==> config.mk <==
export PLATFORM = sky130hd
export DESIGN_NAME = sjb_access
export DESIGN_NICKNAME = d
export VERILOG_FILES = /design/src/logic/sjb_sync2.v /design/src/logic/sjb_access.v
export VERILOG_INCLUDE_DIRS = /design/src /design/src/logic
export SDC_FILE = /design/constraint.sdc
export NUM_CORES = 1
export LEC_CHECK = 0
export BUFFER_PORTS_ARGS = -buffer_cell sky130_fd_sc_hd__buf_2
export CAP_MARGIN = 20
export CORE_ASPECT_RATIO = 0.75
export CORE_MARGIN = 2
export CORE_UTILIZATION = 39
export DETAILED_ROUTE_END_ITERATION = 6
export GPL_ROUTABILITY_DRIVEN = 0
export SLEW_MARGIN = 10
export SYNTH_ARGS = -nofsm -noshare
export SYNTH_HDL_FRONTEND = slang
export SYNTH_HIERARCHICAL = 1
export SYNTH_SLANG_ARGS = --single-unit
==> constraint.sdc <==
create_clock -name clock -period 3 [get_ports clock]
set_input_delay 0.15 -clock clock [delete_from_list [all_inputs] [get_ports clock]]
set_output_delay 0.15 -clock clock [all_outputs]
set_load 0.01 [all_outputs]
==> src/logic/sjb_defines.vh <==
// constants for the test-port service bus access block
// assumes inclusion by bare name from the design files under logic/
`ifndef SJB_DEFINES_VH
`define SJB_DEFINES_VH

// ==========================================================
// instruction register
`define SJB_IR_W        5
`define SJB_IR_DEBUG    5'h10
`define SJB_IR_MSVC     5'h14
`define SJB_IR_SIZED    5'h15
`define SJB_IR_BYPASS   5'h1F
`define SJB_IR_FIXED    2'h1

// ==========================================================
// data scan register layout
`define SJB_SR_W        39
`define SJB_TOP_W       6
`define SJB_REG_TOP     6'h21
`define SJB_MEM_TOP     6'h26
`define SJB_BYP_TOP     6'h00
`define SJB_REG_DIR     26
`define SJB_REG_IDX_HI  33
`define SJB_REG_IDX_LO  27
`define SJB_MEM_DIR     0
`define SJB_MEM_SZ_HI   2
`define SJB_MEM_SZ_LO   1
`define SJB_MEM_ADR_HI  38
`define SJB_MEM_ADR_LO  3
`define SJB_ADR_W       36
`define SJB_IDX_W       7
`define SJB_DATA_W      32

// ==========================================================
// access size, direction and target encodings
`define SJB_SZ_BYTE     2'h0
`define SJB_SZ_HALF     2'h1
`define SJB_SZ_WORD     2'h2
`define SJB_DIR_READ    1'b1
`define SJB_TGT_DEBUG   2'h0
`define SJB_TGT_MSVC    2'h1
`define SJB_TGT_MEM     2'h2

`endif

==> src/logic/sjb_sync2.v <==
// two-flop synchroniser for a group of independent level inputs
// assumes each bit is a slow level; no bit-to-bit coherence is kept

// ==========================================================
// synchroniser
module sjb_sync2
#(
  parameter W = 1
)
(
  input  wire         clock,
  input  wire         reset_n,
  input  wire [W-1:0] d,
  output wire [W-1:0] q
);

  reg [W-1:0] meta_reg;
  reg [W-1:0] sync_reg;

  // meta_reg feeds sync_reg and nothing else
  always @(posedge clock or negedge reset_n)
  begin
    if (!reset_n)
    begin
      meta_reg <= {W{1'b0}};
      sync_reg <= {W{1'b0}};
    end
    else
    begin
      meta_reg <= d;
      sync_reg <= meta_reg;
    end
  end

  assign q = sync_reg;

endmodule // sjb_sync2

==> src/logic/sjb_access.v <==
// test-port access to the service_access_bus: debug registers,
// memory service registers and sized memory accesses
// assumes tck/tms/tdi arrive from pins far slower than clock and a
// service_access_bus slave on clock that answers each request by ack
//
// How it works
// - ir 10000 routes data scans to on_chip_debug registers over the bus
// - register access scan is 34 bits: 7-bit index, direction, 32 data
// - loading an access instruction makes the next data scan an address
// - phase toggles address/data only when a scan captured busy clear
// - direction bit one means read, zero means write
// - capture-ir loads p, error, busy, then fixed 01
// - address and write phases show busy at bit 0, error at bit 1
// - register read phase: 32 data bits low, busy and error above
// - read scans may stop early; device copes with a short scan
// - ir 10100 reaches memory service registers with identical framing
// - ir 10101 does sized accesses: 36-bit address, size, direction
// - size 00 byte, 01 halfword, 10 word, 11 reserved
// - lanes follow address mod 4; halfword at 0/2, word at 0 only
// - sized scan is 39 bits; read data low, busy and error above

`include "sjb_defines.vh"

// ==========================================================
// top
module sjb_access
(
  input  wire        clock,
  input  wire        reset_n,
  input  wire        tck,
  input  wire        tms,
  input  wire        tdi,
  output reg         tdo,
  output reg         tdo_oe,
  input  wire        protect,
  output reg         sab_req,
  output reg         sab_write,
  output reg  [1:0]  sab_target,
  output reg  [35:0] sab_addr,
  output reg  [1:0]  sab_size,
  output reg  [31:0] sab_wdata,
  input  wire        sab_ack,
  input  wire        sab_err,
  input  wire [31:0] sab_rdata,
  output reg         busy_flag,
  output reg         error_flag
);

  // ========================================================
  // test-port controller states
  localparam [3:0] ST_RESET  = 4'h0;
  localparam [3:0] ST_IDLE   = 4'h1;
  localparam [3:0] ST_SEL_DR = 4'h2;
  localparam [3:0] ST_CAP_DR = 4'h3;
  localparam [3:0] ST_SH_DR  = 4'h4;
  localparam [3:0] ST_EX1_DR = 4'h5;
  localparam [3:0] ST_PA_DR  = 4'h6;
  localparam [3:0] ST_EX2_DR = 4'h7;
  localparam [3:0] ST_UPD_DR = 4'h8;
  localparam [3:0] ST_SEL_IR = 4'h9;
  localparam [3:0] ST_CAP_IR = 4'hA;
  localparam [3:0] ST_SH_IR  = 4'hB;
  localparam [3:0] ST_EX1_IR = 4'hC;
  localparam [3:0] ST_PA_IR  = 4'hD;
  localparam [3:0] ST_EX2_IR = 4'hE;
  localparam [3:0] ST_UPD_IR = 4'hF;

  // ========================================================
  // pin sampling and tck edges
  wire tck_s;
  wire tms_s;
  wire tdi_s;
  reg  tck_prev_reg;

  sjb_sync2 #(.W(3)) u_pin_sync
  (
    .clock   (clock),
    .reset_n (reset_n),
    .d       ({tck, tms, tdi}),
    .q       ({tck_s, tms_s, tdi_s})
  );

  wire tck_rise = tck_s & ~tck_prev_reg;
  wire tck_fall = ~tck_s & tck_prev_reg;

  // ========================================================
  // state
  reg [3:0]              tap_reg;
  reg [3:0]              tap_next;
  reg [`SJB_IR_W-1:0]    ir_reg;
  reg [`SJB_IR_W-1:0]    ir_sr_reg;
  reg [`SJB_SR_W-1:0]    sr_reg;
  reg [`SJB_SR_W-1:0]    sr_next;
  reg [`SJB_SR_W-1:0]    cap_val;
  reg                    data_phase_reg;
  reg                    busy_cap_reg;
  reg                    dir_read_reg;
  reg                    addr_ok_reg;
  reg [`SJB_DATA_W-1:0]  rdata_reg;
  reg [`SJB_TOP_W-1:0]   dr_top;
  reg                    size_ok;

  wire is_reg_ir = (ir_reg == `SJB_IR_DEBUG) |
                   (ir_reg == `SJB_IR_MSVC);
  wire is_mem_ir = (ir_reg == `SJB_IR_SIZED);
  wire is_access = is_reg_ir | is_mem_ir;

  wire [1:0]  scan_size = sr_reg[`SJB_MEM_SZ_HI:`SJB_MEM_SZ_LO];
  wire [35:0] scan_addr = sr_reg[`SJB_MEM_ADR_HI:`SJB_MEM_ADR_LO];

  // ========================================================
  // controller next state
  always @*
  begin
    case (tap_reg)
      ST_RESET:  tap_next = tms_s ? ST_RESET  : ST_IDLE;
      ST_IDLE:   tap_next = tms_s ? ST_SEL_DR : ST_IDLE;
      ST_SEL_DR: tap_next = tms_s ? ST_SEL_IR : ST_CAP_DR;
      ST_CAP_DR: tap_next = tms_s ? ST_EX1_DR : ST_SH_DR;
      ST_SH_DR:  tap_next = tms_s ? ST_EX1_DR : ST_SH_DR;
      ST_EX1_DR: tap_next = tms_s ? ST_UPD_DR : ST_PA_DR;
      ST_PA_DR:  tap_next = tms_s ? ST_EX2_DR : ST_PA_DR;
      ST_EX2_DR: tap_next = tms_s ? ST_UPD_DR : ST_SH_DR;
      ST_UPD_DR: tap_next = tms_s ? ST_SEL_DR : ST_IDLE;
      ST_SEL_IR: tap_next = tms_s ? ST_RESET  : ST_CAP_IR;
      ST_CAP_IR: tap_next = tms_s ? ST_EX1_IR : ST_SH_IR;
      ST_SH_IR:  tap_next = tms_s ? ST_EX1_IR : ST_SH_IR;
      ST_EX1_IR: tap_next = tms_s ? ST_UPD_IR : ST_PA_IR;
      ST_PA_IR:  tap_next = tms_s ? ST_EX2_IR : ST_PA_IR;
      ST_EX2_IR: tap_next = tms_s ? ST_UPD_IR : ST_SH_IR;
      ST_UPD_IR: tap_next = tms_s ? ST_SEL_DR : ST_IDLE;
      default:   tap_next = ST_RESET;
    endcase
  end

  // ========================================================
  // scan register length, shift and capture
  always @*
  begin
    if (is_mem_ir)
      dr_top = `SJB_MEM_TOP;
    else if (is_reg_ir)
      dr_top = `SJB_REG_TOP;
    else
      dr_top = `SJB_BYP_TOP;
  end

  // bits enter at the top and walk down, so a short register address scan
  // still lands its index and direction in the top bits
  always @*
  begin
    sr_next = sr_reg >> 1;
    sr_next[dr_top] = tdi_s;
  end

  always @*
  begin
    cap_val = {`SJB_SR_W{1'b0}};
    if (is_access)
    begin
      if (data_phase_reg && dir_read_reg)
        cap_val[`SJB_REG_TOP:0] = {error_flag, busy_flag,
                                   rdata_reg};
      else
        cap_val[1:0] = {error_flag, busy_flag};
    end
  end

  // reserved size or misaligned lanes fail without a bus cycle
  always @*
  begin
    case (scan_size)
      `SJB_SZ_BYTE: size_ok = 1'b1;
      `SJB_SZ_HALF: size_ok = ~scan_addr[0];
      `SJB_SZ_WORD: size_ok = (scan_addr[1:0] == 2'h0);
      default:      size_ok = 1'b0;
    endcase
  end

  wire do_upd_dr = tck_rise & (tap_reg == ST_UPD_DR) & is_access;
  wire phase_go  = do_upd_dr & ~busy_cap_reg;
  wire addr_take = phase_go & ~data_phase_reg;
  wire data_take = phase_go & data_phase_reg;
  wire mem_dir   = sr_reg[`SJB_MEM_DIR];
  wire reg_dir   = sr_reg[`SJB_REG_DIR];
  wire new_dir   = is_mem_ir ? mem_dir : reg_dir;
  wire new_ok    = is_mem_ir ? size_ok : 1'b1;
  wire start_rd  = addr_take & new_ok &
                   (new_dir == `SJB_DIR_READ);
  wire start_wr  = data_take & addr_ok_reg & ~dir_read_reg;
  wire bad_size  = addr_take & ~new_ok;
  wire ir_load   = tck_rise & (tap_reg == ST_UPD_IR);
  wire tap_rst   = tck_rise & (tap_reg == ST_RESET);

  // ========================================================
  // test-port side registers
  always @(posedge clock or negedge reset_n)
  begin
    if (!reset_n)
    begin
      tck_prev_reg   <= 1'b0;
      tap_reg        <= ST_RESET;
      ir_reg         <= `SJB_IR_BYPASS;
      ir_sr_reg      <= {`SJB_IR_W{1'b0}};
      sr_reg         <= {`SJB_SR_W{1'b0}};
      data_phase_reg <= 1'b0;
      busy_cap_reg   <= 1'b0;
      dir_read_reg   <= 1'b0;
      addr_ok_reg    <= 1'b0;
      tdo            <= 1'b0;
      tdo_oe         <= 1'b0;
    end
    else
    begin
      tck_prev_reg <= tck_s;
      if (tck_rise)
      begin
        tap_reg <= tap_next;
        case (tap_reg)
          ST_RESET:
          begin
            ir_reg         <= `SJB_IR_BYPASS;
            data_phase_reg <= 1'b0;
          end
          ST_CAP_IR:
            ir_sr_reg <= {protect, error_flag, busy_flag,
                          `SJB_IR_FIXED};
          ST_SH_IR:
            ir_sr_reg <= {tdi_s, ir_sr_reg[`SJB_IR_W-1:1]};
          ST_UPD_IR:
          begin
            ir_reg         <= ir_sr_reg;
            data_phase_reg <= 1'b0;
          end
          ST_CAP_DR:
          begin
            sr_reg       <= cap_val;
            busy_cap_reg <= busy_flag;
          end
          ST_SH_DR:
            sr_reg <= sr_next;
          default:
            sr_reg <= sr_reg;
        endcase
        if (phase_go)
          data_phase_reg <= ~data_phase_reg;
        if (addr_take)
        begin
          dir_read_reg <= new_dir;
          addr_ok_reg  <= new_ok;
        end
      end
      if (tck_fall)
      begin
        // drive on the falling edge so the master samples on the rise
        tdo_oe <= (tap_reg == ST_SH_DR) | (tap_reg == ST_SH_IR);
        if (tap_reg == ST_SH_IR)
          tdo <= ir_sr_reg[0];
        else
          tdo <= sr_reg[0];
      end
    end
  end

  // ========================================================
  // service_access_bus side
  always @(posedge clock or negedge reset_n)
  begin
    if (!reset_n)
    begin
      sab_req    <= 1'b0;
      sab_write  <= 1'b0;
      sab_target <= `SJB_TGT_DEBUG;
      sab_addr   <= {`SJB_ADR_W{1'b0}};
      sab_size   <= `SJB_SZ_WORD;
      sab_wdata  <= {`SJB_DATA_W{1'b0}};
      rdata_reg  <= {`SJB_DATA_W{1'b0}};
      busy_flag  <= 1'b0;
      error_flag <= 1'b0;
    end
    else
    begin
      if (addr_take)
      begin
        if (is_mem_ir)
        begin
          sab_target <= `SJB_TGT_MEM;
          sab_addr   <= scan_addr;
          sab_size   <= scan_size;
        end
        else
        begin
          sab_target <= (ir_reg == `SJB_IR_MSVC) ?
                        `SJB_TGT_MSVC : `SJB_TGT_DEBUG;
          sab_addr   <= {{(`SJB_ADR_W-`SJB_IDX_W){1'b0}},
                         sr_reg[`SJB_REG_IDX_HI:`SJB_REG_IDX_LO]};
          sab_size   <= `SJB_SZ_WORD;
        end
      end
      if (start_wr)
        sab_wdata <= sr_reg[dr_top -: `SJB_DATA_W];
      if (start_rd || start_wr)
      begin
        sab_req   <= 1'b1;
        sab_write <= start_wr;
        busy_flag <= 1'b1;
      end
      else if (sab_req && sab_ack)
      begin
        sab_req   <= 1'b0;
        busy_flag <= 1'b0;
        if (!sab_write)
          rdata_reg <= sab_rdata;
      end
      // a fault in the same cycle as the clear is kept
      if ((sab_req && sab_ack && sab_err) || bad_size)
        error_flag <= 1'b1;
      else if (ir_load || tap_rst)
        error_flag <= 1'b0;
    end
  end

endmodule // sjb_access

## Word level (Yosys, flattened, before mapping)

Index checks and enable logic that the tools add are counted.

- Order comparisons: 2
- Equality and inequality tests: 20
- Shift-type cells: 1
- Multiplexer cells: 38
- Bitwise operators: 26
- Reductions and logical operators: 27

Operator list:

| operator | number |
|---|---|
| $pmux 39 s2 | 1 |
| $shiftx 70x7->32 | 1 |
| $pmux 4 s12 | 1 |
| $bwmux 39 | 1 |
| $mux 36 | 1 |
| $mux 34 | 1 |
| $eq 4x4->1 const B | 8 |
| $mux 32 | 1 |
| $pmux 5 s2 | 2 |
| $eq 4x3->1 const B | 4 |
| $mux 4 | 4 |
| $eq 5x5->1 const B | 3 |
| $and 1x1->1 | 14 |
| $mux 1 | 14 |
| $mux 2 | 6 |
| $mux 6 | 2 |
| $reduce_and 2->1 | 6 |
| $reduce_bool 2->1 | 6 |
| $not 1->1 | 9 |
| $eq 4x2->1 const B | 2 |
| $lt 6x7->1 const B | 1 |
| $demux 1 s6 | 1 |
| $ge 6x1->1 const B | 1 |
| $mux 3 | 2 |
| 12 further kinds | 22 |

- Flip-flop bits (word level): 173

## Logic depth before layout (Yosys ltp)

Gate-level depths: netlist of run 1.

- Depth after elaboration: 11
- Gate-level depth with buffers: 9
- Mapped depth without buffers: 5

## Modules after synthesis

The synthesis of run 1 kept the hierarchy.

By module, submodules not included:

| module | times used | cells an instance | area each (µm²) | seq. area each (µm²) |
|---|---|---|---|---|
| sjb_access | 1 | 708 | 7335.8 | 4186.5 |
| sjb_sync2 | 1 | 6 | 150.1 | 150.1 |

## Least setup slack after synthesis of run 1

OpenSTA, ideal clock, no wires.

- Path kind: reg-to-reg
- Start point: register ir_reg[4]
- End point: register rdata_reg[10]
- Setup time: 0.128 ns
- Data arrival time: 2.272 ns
- Slack: 0.600 ns
- Cell stages (with the launch flop): 8
- Path buffers: 2
- Cell sequence: dfstp_2 nor3b_1 and3_1 buf_2 o32ai_1 a2111oi_4 buf_4 mux2_1

- Cells in the longest elaborated chain, start to end: 11
- Elaborated cells on any way between the ends: 18

Ends and longest elaborated chain:

| what | line | text |
|---|---|---|
| from (decl) | sjb_access.v:90 | `` reg [`SJB_IR_W-1:0] ir_reg; `` |
| from (signal assigned) | sjb_access.v:203 | `` ir_reg <= `SJB_IR_BYPASS; `` |
| from (signal assigned) | sjb_access.v:222 | `` ir_reg <= `SJB_IR_BYPASS; `` |
| from (signal assigned) | sjb_access.v:232 | `ir_reg <= ir_sr_reg;` |
| $eq 5x5->1 (no line) | -- |  |
| $or 1x1->1 | sjb_access.v:103 | `` wire is_reg_ir = (ir_reg == `SJB_IR_DEBUG) \| `` |
| $or 1x1->1 | sjb_access.v:106 | `wire is_access = is_reg_ir \| is_mem_ir;` |
| $and 1x1->1 | sjb_access.v:180 | `wire do_upd_dr = tck_rise & (tap_reg == ST_UPD_DR) & is_access;` |
| $and 1x1->1 | sjb_access.v:181 | `wire phase_go = do_upd_dr & ~busy_cap_reg;` |
| $and 1x1->1, on equally long branches | sjb_access.v:182, sjb_access.v:183 |  |
| $and 1x1->1, on equally long branches (2 in series) | sjb_access.v:188, sjb_access.v:190 |  |
| $logic_or 1x1->1 * | sjb_access.v:302 | `if (start_rd \|\| start_wr)` |
| $not 1->1 (no line) * | -- |  |
| $reduce_and 3->1 (no line) * | -- |  |
| to (signal assigned) | sjb_access.v:277 | `` rdata_reg <= {`SJB_DATA_W{1'b0}}; `` |
| to (signal assigned) | sjb_access.v:313 | `rdata_reg <= sab_rdata;` |
| to (decl) | sjb_access.v:99 | `` reg [`SJB_DATA_W-1:0] rdata_reg; `` |

Every way passes the cells marked *; elsewhere a longest branch is shown, timed or not.
A chain may end at the register's enable or synchronous reset.

## Worst setup path in the final report of run 1

Same ends and word-level chain as after synthesis.

==> impl_metrics.toml, run 1 <==
[global_route]
grt_max_degree = 86
track_usage_pct = 20.7
antenna_found_initial = 0
grt_pass1_vias = 5633
grt-ovfl-total = 0
grt_pass1_wl_um = 31800

[cts]
clk_pin_slew_ns = 0.06
cts_buffers = 17
cts_sinks = 173
insertion_delay_ns = 0.43
h-tree-depth = 4
postCtsSetupBuffers = 0
postCtsHoldBufs = 36
clk_path_buf_depth = 2
cts-root-buf = "clkbuf_16"
cts_tree = "done"
cts.repair.resized = 0

[synth]
synth_warnings = 6
ys_ff_latch = 173
syn_nets = 754
synth-edff-count = 0
synth_area_per_cell_um2 = 10.5
ys_types = 59
synthCells = 714
seq_area_frac_synth_pct = 57.9
synthArstFlopShare_pct = 100
ys.flop_type = "dfrtp_1"
synth.cell_area_mm2 = 0.00749

[routing]
vias_per_cell = 5.33
drtIter0Drc = 657
drcViolationCount = 0
routedWlPerCell_um = 18.1
drt-total-wl_um = 20100
antenna_left = 0
vias = 5927
firstDrtPassIters = 6

[sta]
min_period_over_period_pct = 81.6
maxSlewViolCount = 0
rsz0062_at_grt = "no"
final_hold_viol_count = 0
max_slew_margin_pct = 38.5
fin_setup_tns_ns = 0
tightest_slew_ns = 0.915
fmax_mhz = 408
layout_min_cycle_time_ns = 2.45
fin_worst_skew_ns = 0.00885
setup_viol = 0

[hold_path]
hold_class = "in2reg"

[finish]
largest_reg_flops = 39
final_layout_size_suffix_gt1_share_pct = 22.1
insertedDiodeCount = 0
n_fill_cell = 1702
finalInstanceArea_mm2 = 0.00930
final_common_cell = "dfrtp_1"
syn_to_final_growth_pct = 24.2
multiInputGateArea_mm2 = 0.00287
final_nets = 893
seq_area_mm2 = 0.00434
mostFrequentLayoutCells = "dfrtp_1, nand2_1, buf_2"

[critical_path]
end_kind = "flip-flop"
path_class = "reg2reg"
required_ns = 3.30
path_max_fanout = 32
crit_chain = "or3b_2, o32ai_1, a2111oi_4, buf_12, mux2_1"
worstSetupStartpointType = "flip-flop"
crit_arrival_ns = 2.75
crit_slowest_cell = "dfstp_2"
crit_buf_inv = 1
r2r_slack_ns = 0.55
cpPeakStageDelay_ns = 0.53
critical_path.top_delay_family = "compound AO/OA/AOI/OAI gates"

[floorplan]
io_pins = 118
die_y_um = 124
chipWidth_um = 164
fp.dieArea_mm2 = 0.0203
core_mm2 = 0.0187
num_rows = 43
initial_core_util_pct = 40.1

[pwr]
total_power_uw = 5670
vdd_drop_max_mv = 0.447
p_leak_uw = 0.00438
power_density_mw_per_mm2 = 610

[place]
placed_cell_area_mm2 = 0.00834
io_buffers = 117
dp_hpwl_um = 13700

[run]
drv_cap = 0

[outcome]
outcome = "completed"
[routing by layer]
layer	vias to the layer above	GRT usage [%]	wire [µm]
met5	-	0	0
met2	184	27.5	8050
met4	0	5.37	212
met3	15	4.10	1150
li1	2832	-	-
met1	2896	33.8	10700
[worst min-delay path: cells and delay by family]
kind                   cells  cell delay, ns
AO/OA/AOI/OAI              1            0.13
buffers and inverters      1            0.08
multiplexers               1            0.06
[cell type report]
class	instances	share of cell area, %
flip-flops and latches	173	46.6
multi-input cells	482	30.9
repair buffers	174	12.5
clock buffers	23	5.35
well taps	247	3.32
clock inverters	8	1.14
inverters	5	0.202
[Yosys cell counts (all sizes together), types with 2 or more instances]
library cell    n  area share, %
nor4            2           0.37
a222oi          7           0.94
mux2           34            5.1
o21ai          77            5.2
mux2i          13            1.7
or4             3           0.35
nor2           31            1.6
dfrtp         167             56
a21oi          16            1.1
nand2b          7           0.58
dfstp           6            2.1
nand3          32            2.1
o22a            5           0.58
a21o            2           0.20
o31ai           6           0.67
a22o            4           0.47
nand2         142            7.2
clkbuf         31            1.6
buf            23            2.1
nor2b           3           0.25
o211ai          2           0.20
or3             3           0.25
o22ai          10           0.84
nor3            7           0.69
a22oi          44            4.4
inv             4           0.20
a31oi          13            1.1
[logic make-up after synthesis]
group,share of synthesized area [%]
buf+inv,3.88
compound gates,17.2
xor+xnor,0.117
mux,6.85
simple gates,14.0
flops,57.9
[through the flow]
step	std cells	worst slack, ns	hold slack, ns	utilization, %
after floorplan	714	0.600	-0.146	-
after global placement	1045	0.593	0.260	44.6
after detailed placement	1045	0.579	0.260	44.6
after CTS	1112	0.545	0.00682	49.8
final	1112	0.551	0.0337	49.8
after global routing	1112	0.353	0.0409	49.8
[report_power, final]
group / total [µW] / switching [µW] / internal, µW
combinational: 802 / 496 / 306
clock: 2250 / 909 / 1340
sequential: 2620 / 130 / 2490
[worst paths after layout]
check                                                 start                   endpoint  depth (start not counted)
max                                   ir_reg[4]$_DFFE_PN1P_  rdata_reg[10]$_DFFE_PN0P_                          5
min                                                 protect   ir_sr_reg[4]$_DFFE_PN0P_                          3
max reg2reg                           ir_reg[4]$_DFFE_PN1P_  rdata_reg[10]$_DFFE_PN0P_                          5
min reg2reg                u_pin_sync/meta_reg[2]$_DFF_PN0_  u_pin_sync/q[2]$_DFF_PN0_                          0
max in group asynchronous                           reset_n  sab_wdata[16]$_DFFE_PN0P_                          3
min in group asynchronous                           reset_n   sab_addr[35]$_DFFE_PN0P_                          2
No activity file was read; power rests on OpenSTA's default activity.
==> run 2, diff against run 1 <==
==> constraint.sdc (replaced) <==
create_clock -name clock -period 2.25 [get_ports clock]
set_input_delay 0.1125 -clock clock [delete_from_list [all_inputs] [get_ports clock]]
set_output_delay 0.1125 -clock clock [all_outputs]
set_load 0.01 [all_outputs]
==> impl_metrics.toml, run 2 (synthesis results as in run 1) <==
[sta]
worst_slack_ns = -0.0248
final_hold_viol_count = 0
setup_viol = 20
fin_setup_tns_ns = -0.195
fin_worst_skew_ns = 0.00572
tightest_slew_ns = 0.480
min_period_over_period_pct = 101
fmax_mhz = 440
max_slew_margin_pct = 68.0
whs_ns = 0.174
rsz0062_at_grt = "yes"
layout_min_cycle_time_ns = 2.27
maxSlewViolCount = 0

[critical_path]
worstSetupStartpointType = "flip-flop"
crit_chain = "or2_1, or4_4, or4_4, clkbuf_16, nand2_1, o21ai_0"
crit_arrival_ns = 2.59
crit_buf_inv = 1
reg2reg_from = "tap_reg[1]$_DFFE_PN0P_"
required_ns = 2.57
cpMostUsedCell = "or4_4"
path_class = "reg2reg"
cp.depth = 6
end_kind = "flip-flop"
crit_start = "tap_reg[1]$_DFFE_PN0P_"
reg2reg_depth = 6
cpPeakStageDelay_ns = 0.63
critical_path.top_delay_family = "simple AND/OR/NAND/NOR gates"
crit_slowest_cell = "or4_4"
path_max_fanout = 14

[routing]
drtIter0Drc = 681
drcViolationCount = 0
vias_per_cell = 5.39
drt-total-wl_um = 21500
firstDrtPassIters = 5
antenna_left = 0
vias = 6175
routedWlPerCell_um = 18.8

[global_route]
grt_pass1_wl_um = 31800
grt_use_met1_pct = 33.3
track_usage_pct = 20.7
antenna_found_initial = 0
grt_busiest_layer = "met1"
grt_max_degree = 62
grt_pass1_vias = 5526
grt-ovfl-total = 0
use_met2_pct = 27.5
grtUsageMet3_pct = 4.83

[finish]
n_fill_cell = 1641
final_layout_size_suffix_gt1_share_pct = 28.8
syn_to_final_growth_pct = 32.0
mostFrequentLayoutCells = "dfrtp_1, nand2_1, buf_2"
largest_reg_flops = 39
final_nets = 925
insertedDiodeCount = 0
final_common_cell = "dfrtp_1"

[cts]
clk_path_buf_depth = 2
insertion_delay_ns = 0.43
cts-root-buf = "clkbuf_16"
cts_tree = "done"
h-tree-depth = 4
cts_buffers = 17
clk_pin_slew_ns = 0.07
cts_sinks = 173

[floorplan]
core_mm2 = 0.0187
fp.dieArea_mm2 = 0.0203
initial_core_util_pct = 40.1
die_y_um = 124
chipWidth_um = 164
io_pins = 118
num_rows = 43

[pwr]
total_power_uw = 7710
p_leak_uw = 0.00468
vdd_drop_max_mv = 0.355
power_density_mw_per_mm2 = 780

[hold_path]
hold_class = "in2async"

[outcome]
outcome = "finished, violations left"
violations = "negative setup slack"

[place]
dp_hpwl_um = 14000
io_buffers = 117
post-place-ws_ns = -0.0515

[run]
drv_cap = 0
## run 2: cell count changes in the layout (fill, tap and decap cells not counted), moves of 4 or more
cell / change
clkbuf_16: +5
o21ai_1: +5
nand2_4: +4
nand2_1: -9
mux2_4: +22
buf_4: +19
o21ai_0: -7
mux2_1: -21
nand2_2: +5
## run 2: worst paths after layout
kind	slack [ns]	to
max in group asynchronous	1.38	ir_reg[0]$_DFFE_PN1P_
min reg2reg	0.35	u_pin_sync/q[1]$_DFF_PN0_
min in group clock	0.32	u_pin_sync/meta_reg[0]$_DFF_PN0_
min	0.17	sab_wdata[18]$_DFFE_PN0P_
max	-0.02	sab_addr[5]$_DFFE_PN0P_
max reg2reg	-0.02	sab_addr[5]$_DFFE_PN0P_
## run 2: cell type report
type | count | area, µm² | share of cell area, %
clock buffers | 20 | 457 | 4.62
flip-flops and latches | 173 | 4340 | 43.9
inverters | 5 | 18.8 | 0.190
well taps | 247 | 309 | 3.13
repair buffers | 206 | 1560 | 15.8
multi-input cells | 482 | 3070 | 31.0
clock inverters | 12 | 136 | 1.38
## run 2: power by group
group	switching [µW]	internal, µW
combinational	694	525
clock	1270	1700
sequential	192	3320
total	2160	5550
## run 2: layer usage
layer	vias up	wire, µm	share of wire [%]
met3	16	1650	7.7
met1	3018	10800	50
li1	2909	-	-
met5	-	0	0
met4	0	199	0.93
met2	232	8840	41
## run 2: timing repair
| item | CTS | global route |
|---|---|---|
| cloned | 0 | 6 |
| hold endpoints to repair | 77 | 0 |
| hold buffers | 39 | 0 |
| buffers inserted | 0 | 5 |
| pin swaps | 0 | 14 |
| endpoints found under the setup margin | 71 | 55 |
| gates resized for setup | 3 | 30 |
## run 2: metrics by stage
step	instance area, µm²	util (%)	cells
after floorplan	7620	-	714
after global placement	8640	46.3	1064
after detailed placement	8640	46.3	1064
after CTS	9630	51.6	1135
after global routing	9880	52.9	1145
final	9880	52.9	1145
## run 2: worst register-to-register path, cell delays in order (launching register included)
cell	delay, ns
dfrtp_1	0.37
or2_1	0.24
or4_4	0.55
or4_4	0.63
clkbuf_16	0.24
nand2_1	0.07
o21ai_0	0.07
==> run 3, diff against run 2 <==
--- a/config.mk
+++ b/config.mk
@@ -8,11 +8,15 @@
 export LEC_CHECK = 0
 export BUFFER_PORTS_ARGS = -buffer_cell sky130_fd_sc_hd__buf_2
 export CAP_MARGIN = 20
+export CELL_PAD_IN_SITES_DETAIL_PLACEMENT = 2
+export CELL_PAD_IN_SITES_GLOBAL_PLACEMENT = 2
 export CORE_ASPECT_RATIO = 0.75
 export CORE_MARGIN = 2
-export CORE_UTILIZATION = 39
+export CORE_UTILIZATION = 34
+export CTS_BUF_LIST = sky130_fd_sc_hd__clkbuf_2 sky130_fd_sc_hd__clkbuf_4 sky130_fd_sc_hd__clkbuf_8
 export DETAILED_ROUTE_END_ITERATION = 6
 export GPL_ROUTABILITY_DRIVEN = 0
+export PLACE_DENSITY_LB_ADDON = 0.1
 export SLEW_MARGIN = 10
 export SYNTH_ARGS = -nofsm -noshare
 export SYNTH_HDL_FRONTEND = slang
==> impl_metrics.toml, run 3 (synthesis results as in run 1) <==
[outcome]
outcome = "finished, violations left"
violations = "negative setup slack"

[cts]
cts_buffers = 17
cts-root-buf = "clkbuf_8"
h-tree-depth = 4
clk_pin_slew_ns = 0.09
insertion_delay_ns = 0.47
cts_sinks = 173
clk_path_buf_depth = 2
cts_tree = "done"

[critical_path]
reg2reg_from = "tck_prev_reg$_DFF_PN0_"
crit_start = "tck_prev_reg$_DFF_PN0_"
end_kind = "flip-flop"
cpMostUsedCell = "or4_4"
path_class = "reg2reg"
worstSetupStartpointType = "flip-flop"
path_max_fanout = 7
crit_arrival_ns = 2.67
crit_chain = "nand2b_4, or4_4, or4_4, buf_12, clkbuf_16, nand2_4, o21ai_2"
required_ns = 2.60
crit_slowest_cell = "or4_4"
crit_buf_inv = 2
cpPeakStageDelay_ns = 0.59
critical_path.top_delay_family = "simple AND/OR/NAND/NOR gates"

[routing]
drcViolationCount = 0
vias = 6675
drtIter0Drc = 534
routedWlPerCell_um = 24.5
drt-total-wl_um = 29600
antenna_left = 0
firstDrtPassIters = 5
vias_per_cell = 5.54

[pwr]
vdd_drop_max_mv = 0.362
p_sw_uw = 2230
p_leak_uw = 0.00482
power.internal_uw = 4870
power_density_mw_per_mm2 = 684
pwr-share-comb_pct = 18.9
clkPwrFrac_pct = 31.3
total_power_uw = 7100
seq_power_share_pct = 49.7
swShare_pct = 31.4

[global_route]
track_usage_pct = 23.8
grt_pass1_wl_um = 42300
antenna_found_initial = 0
grt_max_degree = 63
grt-ovfl-total = 0
grt_pass1_vias = 6918

[sta]
fin_setup_tns_ns = -1.47
max_slew_margin_pct = 55.7
min_period_over_period_pct = 103
whs_ns = 0.217
final_hold_viol_count = 0
rsz0062_at_grt = "yes"
fmax_mhz = 432
tightest_slew_ns = 0.665
maxSlewViolCount = 0
worst_slack_ns = -0.0674
fin_worst_skew_ns = 0.0162
layout_min_cycle_time_ns = 2.32
setup_viol = 53

[run]
drv_cap = 0

[finish]
final_nets = 945
insertedDiodeCount = 0
syn_to_final_growth_pct = 38.7
mostFrequentLayoutCells = "dfrtp_1, buf_2, nand2_1"
finalInstanceArea_mm2 = 0.0104
n_fill_cell = 2148
largest_reg_flops = 39
final_layout_size_suffix_gt1_share_pct = 37.2
final_common_cell = "dfrtp_1"

[place]
placed_cell_area_mm2 = 0.00868
io_buffers = 117
dp_hpwl_um = 18100

[floorplan]
num_rows = 46
fp.dieArea_mm2 = 0.0232
core_mm2 = 0.0214
io_pins = 118
initial_core_util_pct = 35.1
die_y_um = 133
chipWidth_um = 175

[hold_path]
hold_class = "in2async"
-- run 3: final cells by class --
type / count / area, µm² / share of cell area [%]
Sequential cell: 173 / 4340 / 41.8
Multi-Input combinational cell: 482 / 3410 / 32.8
Timing Repair Buffer: 226 / 1880 / 18.1
Tap cell: 288 / 360 / 3.47
Clock buffer: 18 / 241 / 2.33
Clock inverter: 13 / 140 / 1.35
Inverter: 5 / 18.8 / 0.181
-- run 3: worst register-to-register path, cell delays in order, from the launching register on --
cell and delay, ns:
dfrtp_1 0.40, nand2b_4 0.15, or4_4 0.59, or4_4 0.59
buf_12 0.18, clkbuf_16 0.19, nand2_4 0.06, o21ai_2 0.05
-- run 3: worst paths after layout --
path                                               endpoint  slack (ns)  cells after the start
hold reg to reg                   u_pin_sync/q[0]$_DFF_PN0_        0.36                      0
max in group asynchronous         rdata_reg[19]$_DFFE_PN0P_        1.26                      3
hold / removal             u_pin_sync/meta_reg[1]$_DFF_PN0_        0.22                      2
setup / recovery                  sab_target[1]$_DFFE_PN0P_       -0.07                      7
setup reg to reg                  sab_target[1]$_DFFE_PN0P_       -0.07                      7
min in group clock         u_pin_sync/meta_reg[1]$_DFF_PN0_        0.28                      2
-- run 3: per-layer routing --
metal / vias up / global-route usage, % / wire [µm]
met4: 0 / 5.88 / 340
li1: 2941 / - / -
met2: 201 / 36.9 / 14200
met5: - / 0 / 0
met3: 27 / 3.51 / 1480
met1: 3506 / 35.0 / 13600
-- run 3: what timing repair did --
item	in CTS	in global routing
endpoints found under the hold margin	91	0
pin swaps	7	42
hold buffers	40	0
endpoints found under the setup margin	74	108
resized for setup	37	102
cloned	3	14
setup buffers	4	12
-- run 3: metrics by stage --
stage / util [%] / instances / worst slack (ns)
6_report: 48.6 / 1205 / -0.0674
5_1_grt: 48.6 / 1205 / -0.118
4_1_cts: 45.5 / 1183 / -0.101
3_5_place_dp: 40.6 / 1105 / -0.117
3_3_place_gp: 40.6 / 1105 / -0.00764
2_1_floorplan: - / 714 / -0.0737
-- run 3: power by group through the flow --
stage | Combinational, µW | Clock, µW | Sequential [µW]
after floorplan | 736 | 0 | 3490
after global placement | 1130 | 0 | 3560
after detailed placement | 1220 | 0 | 3580
after CTS | 1290 | 2270 | 3530
after global routing | 1470 | 2410 | 3560
final | 1340 | 2230 | 3530
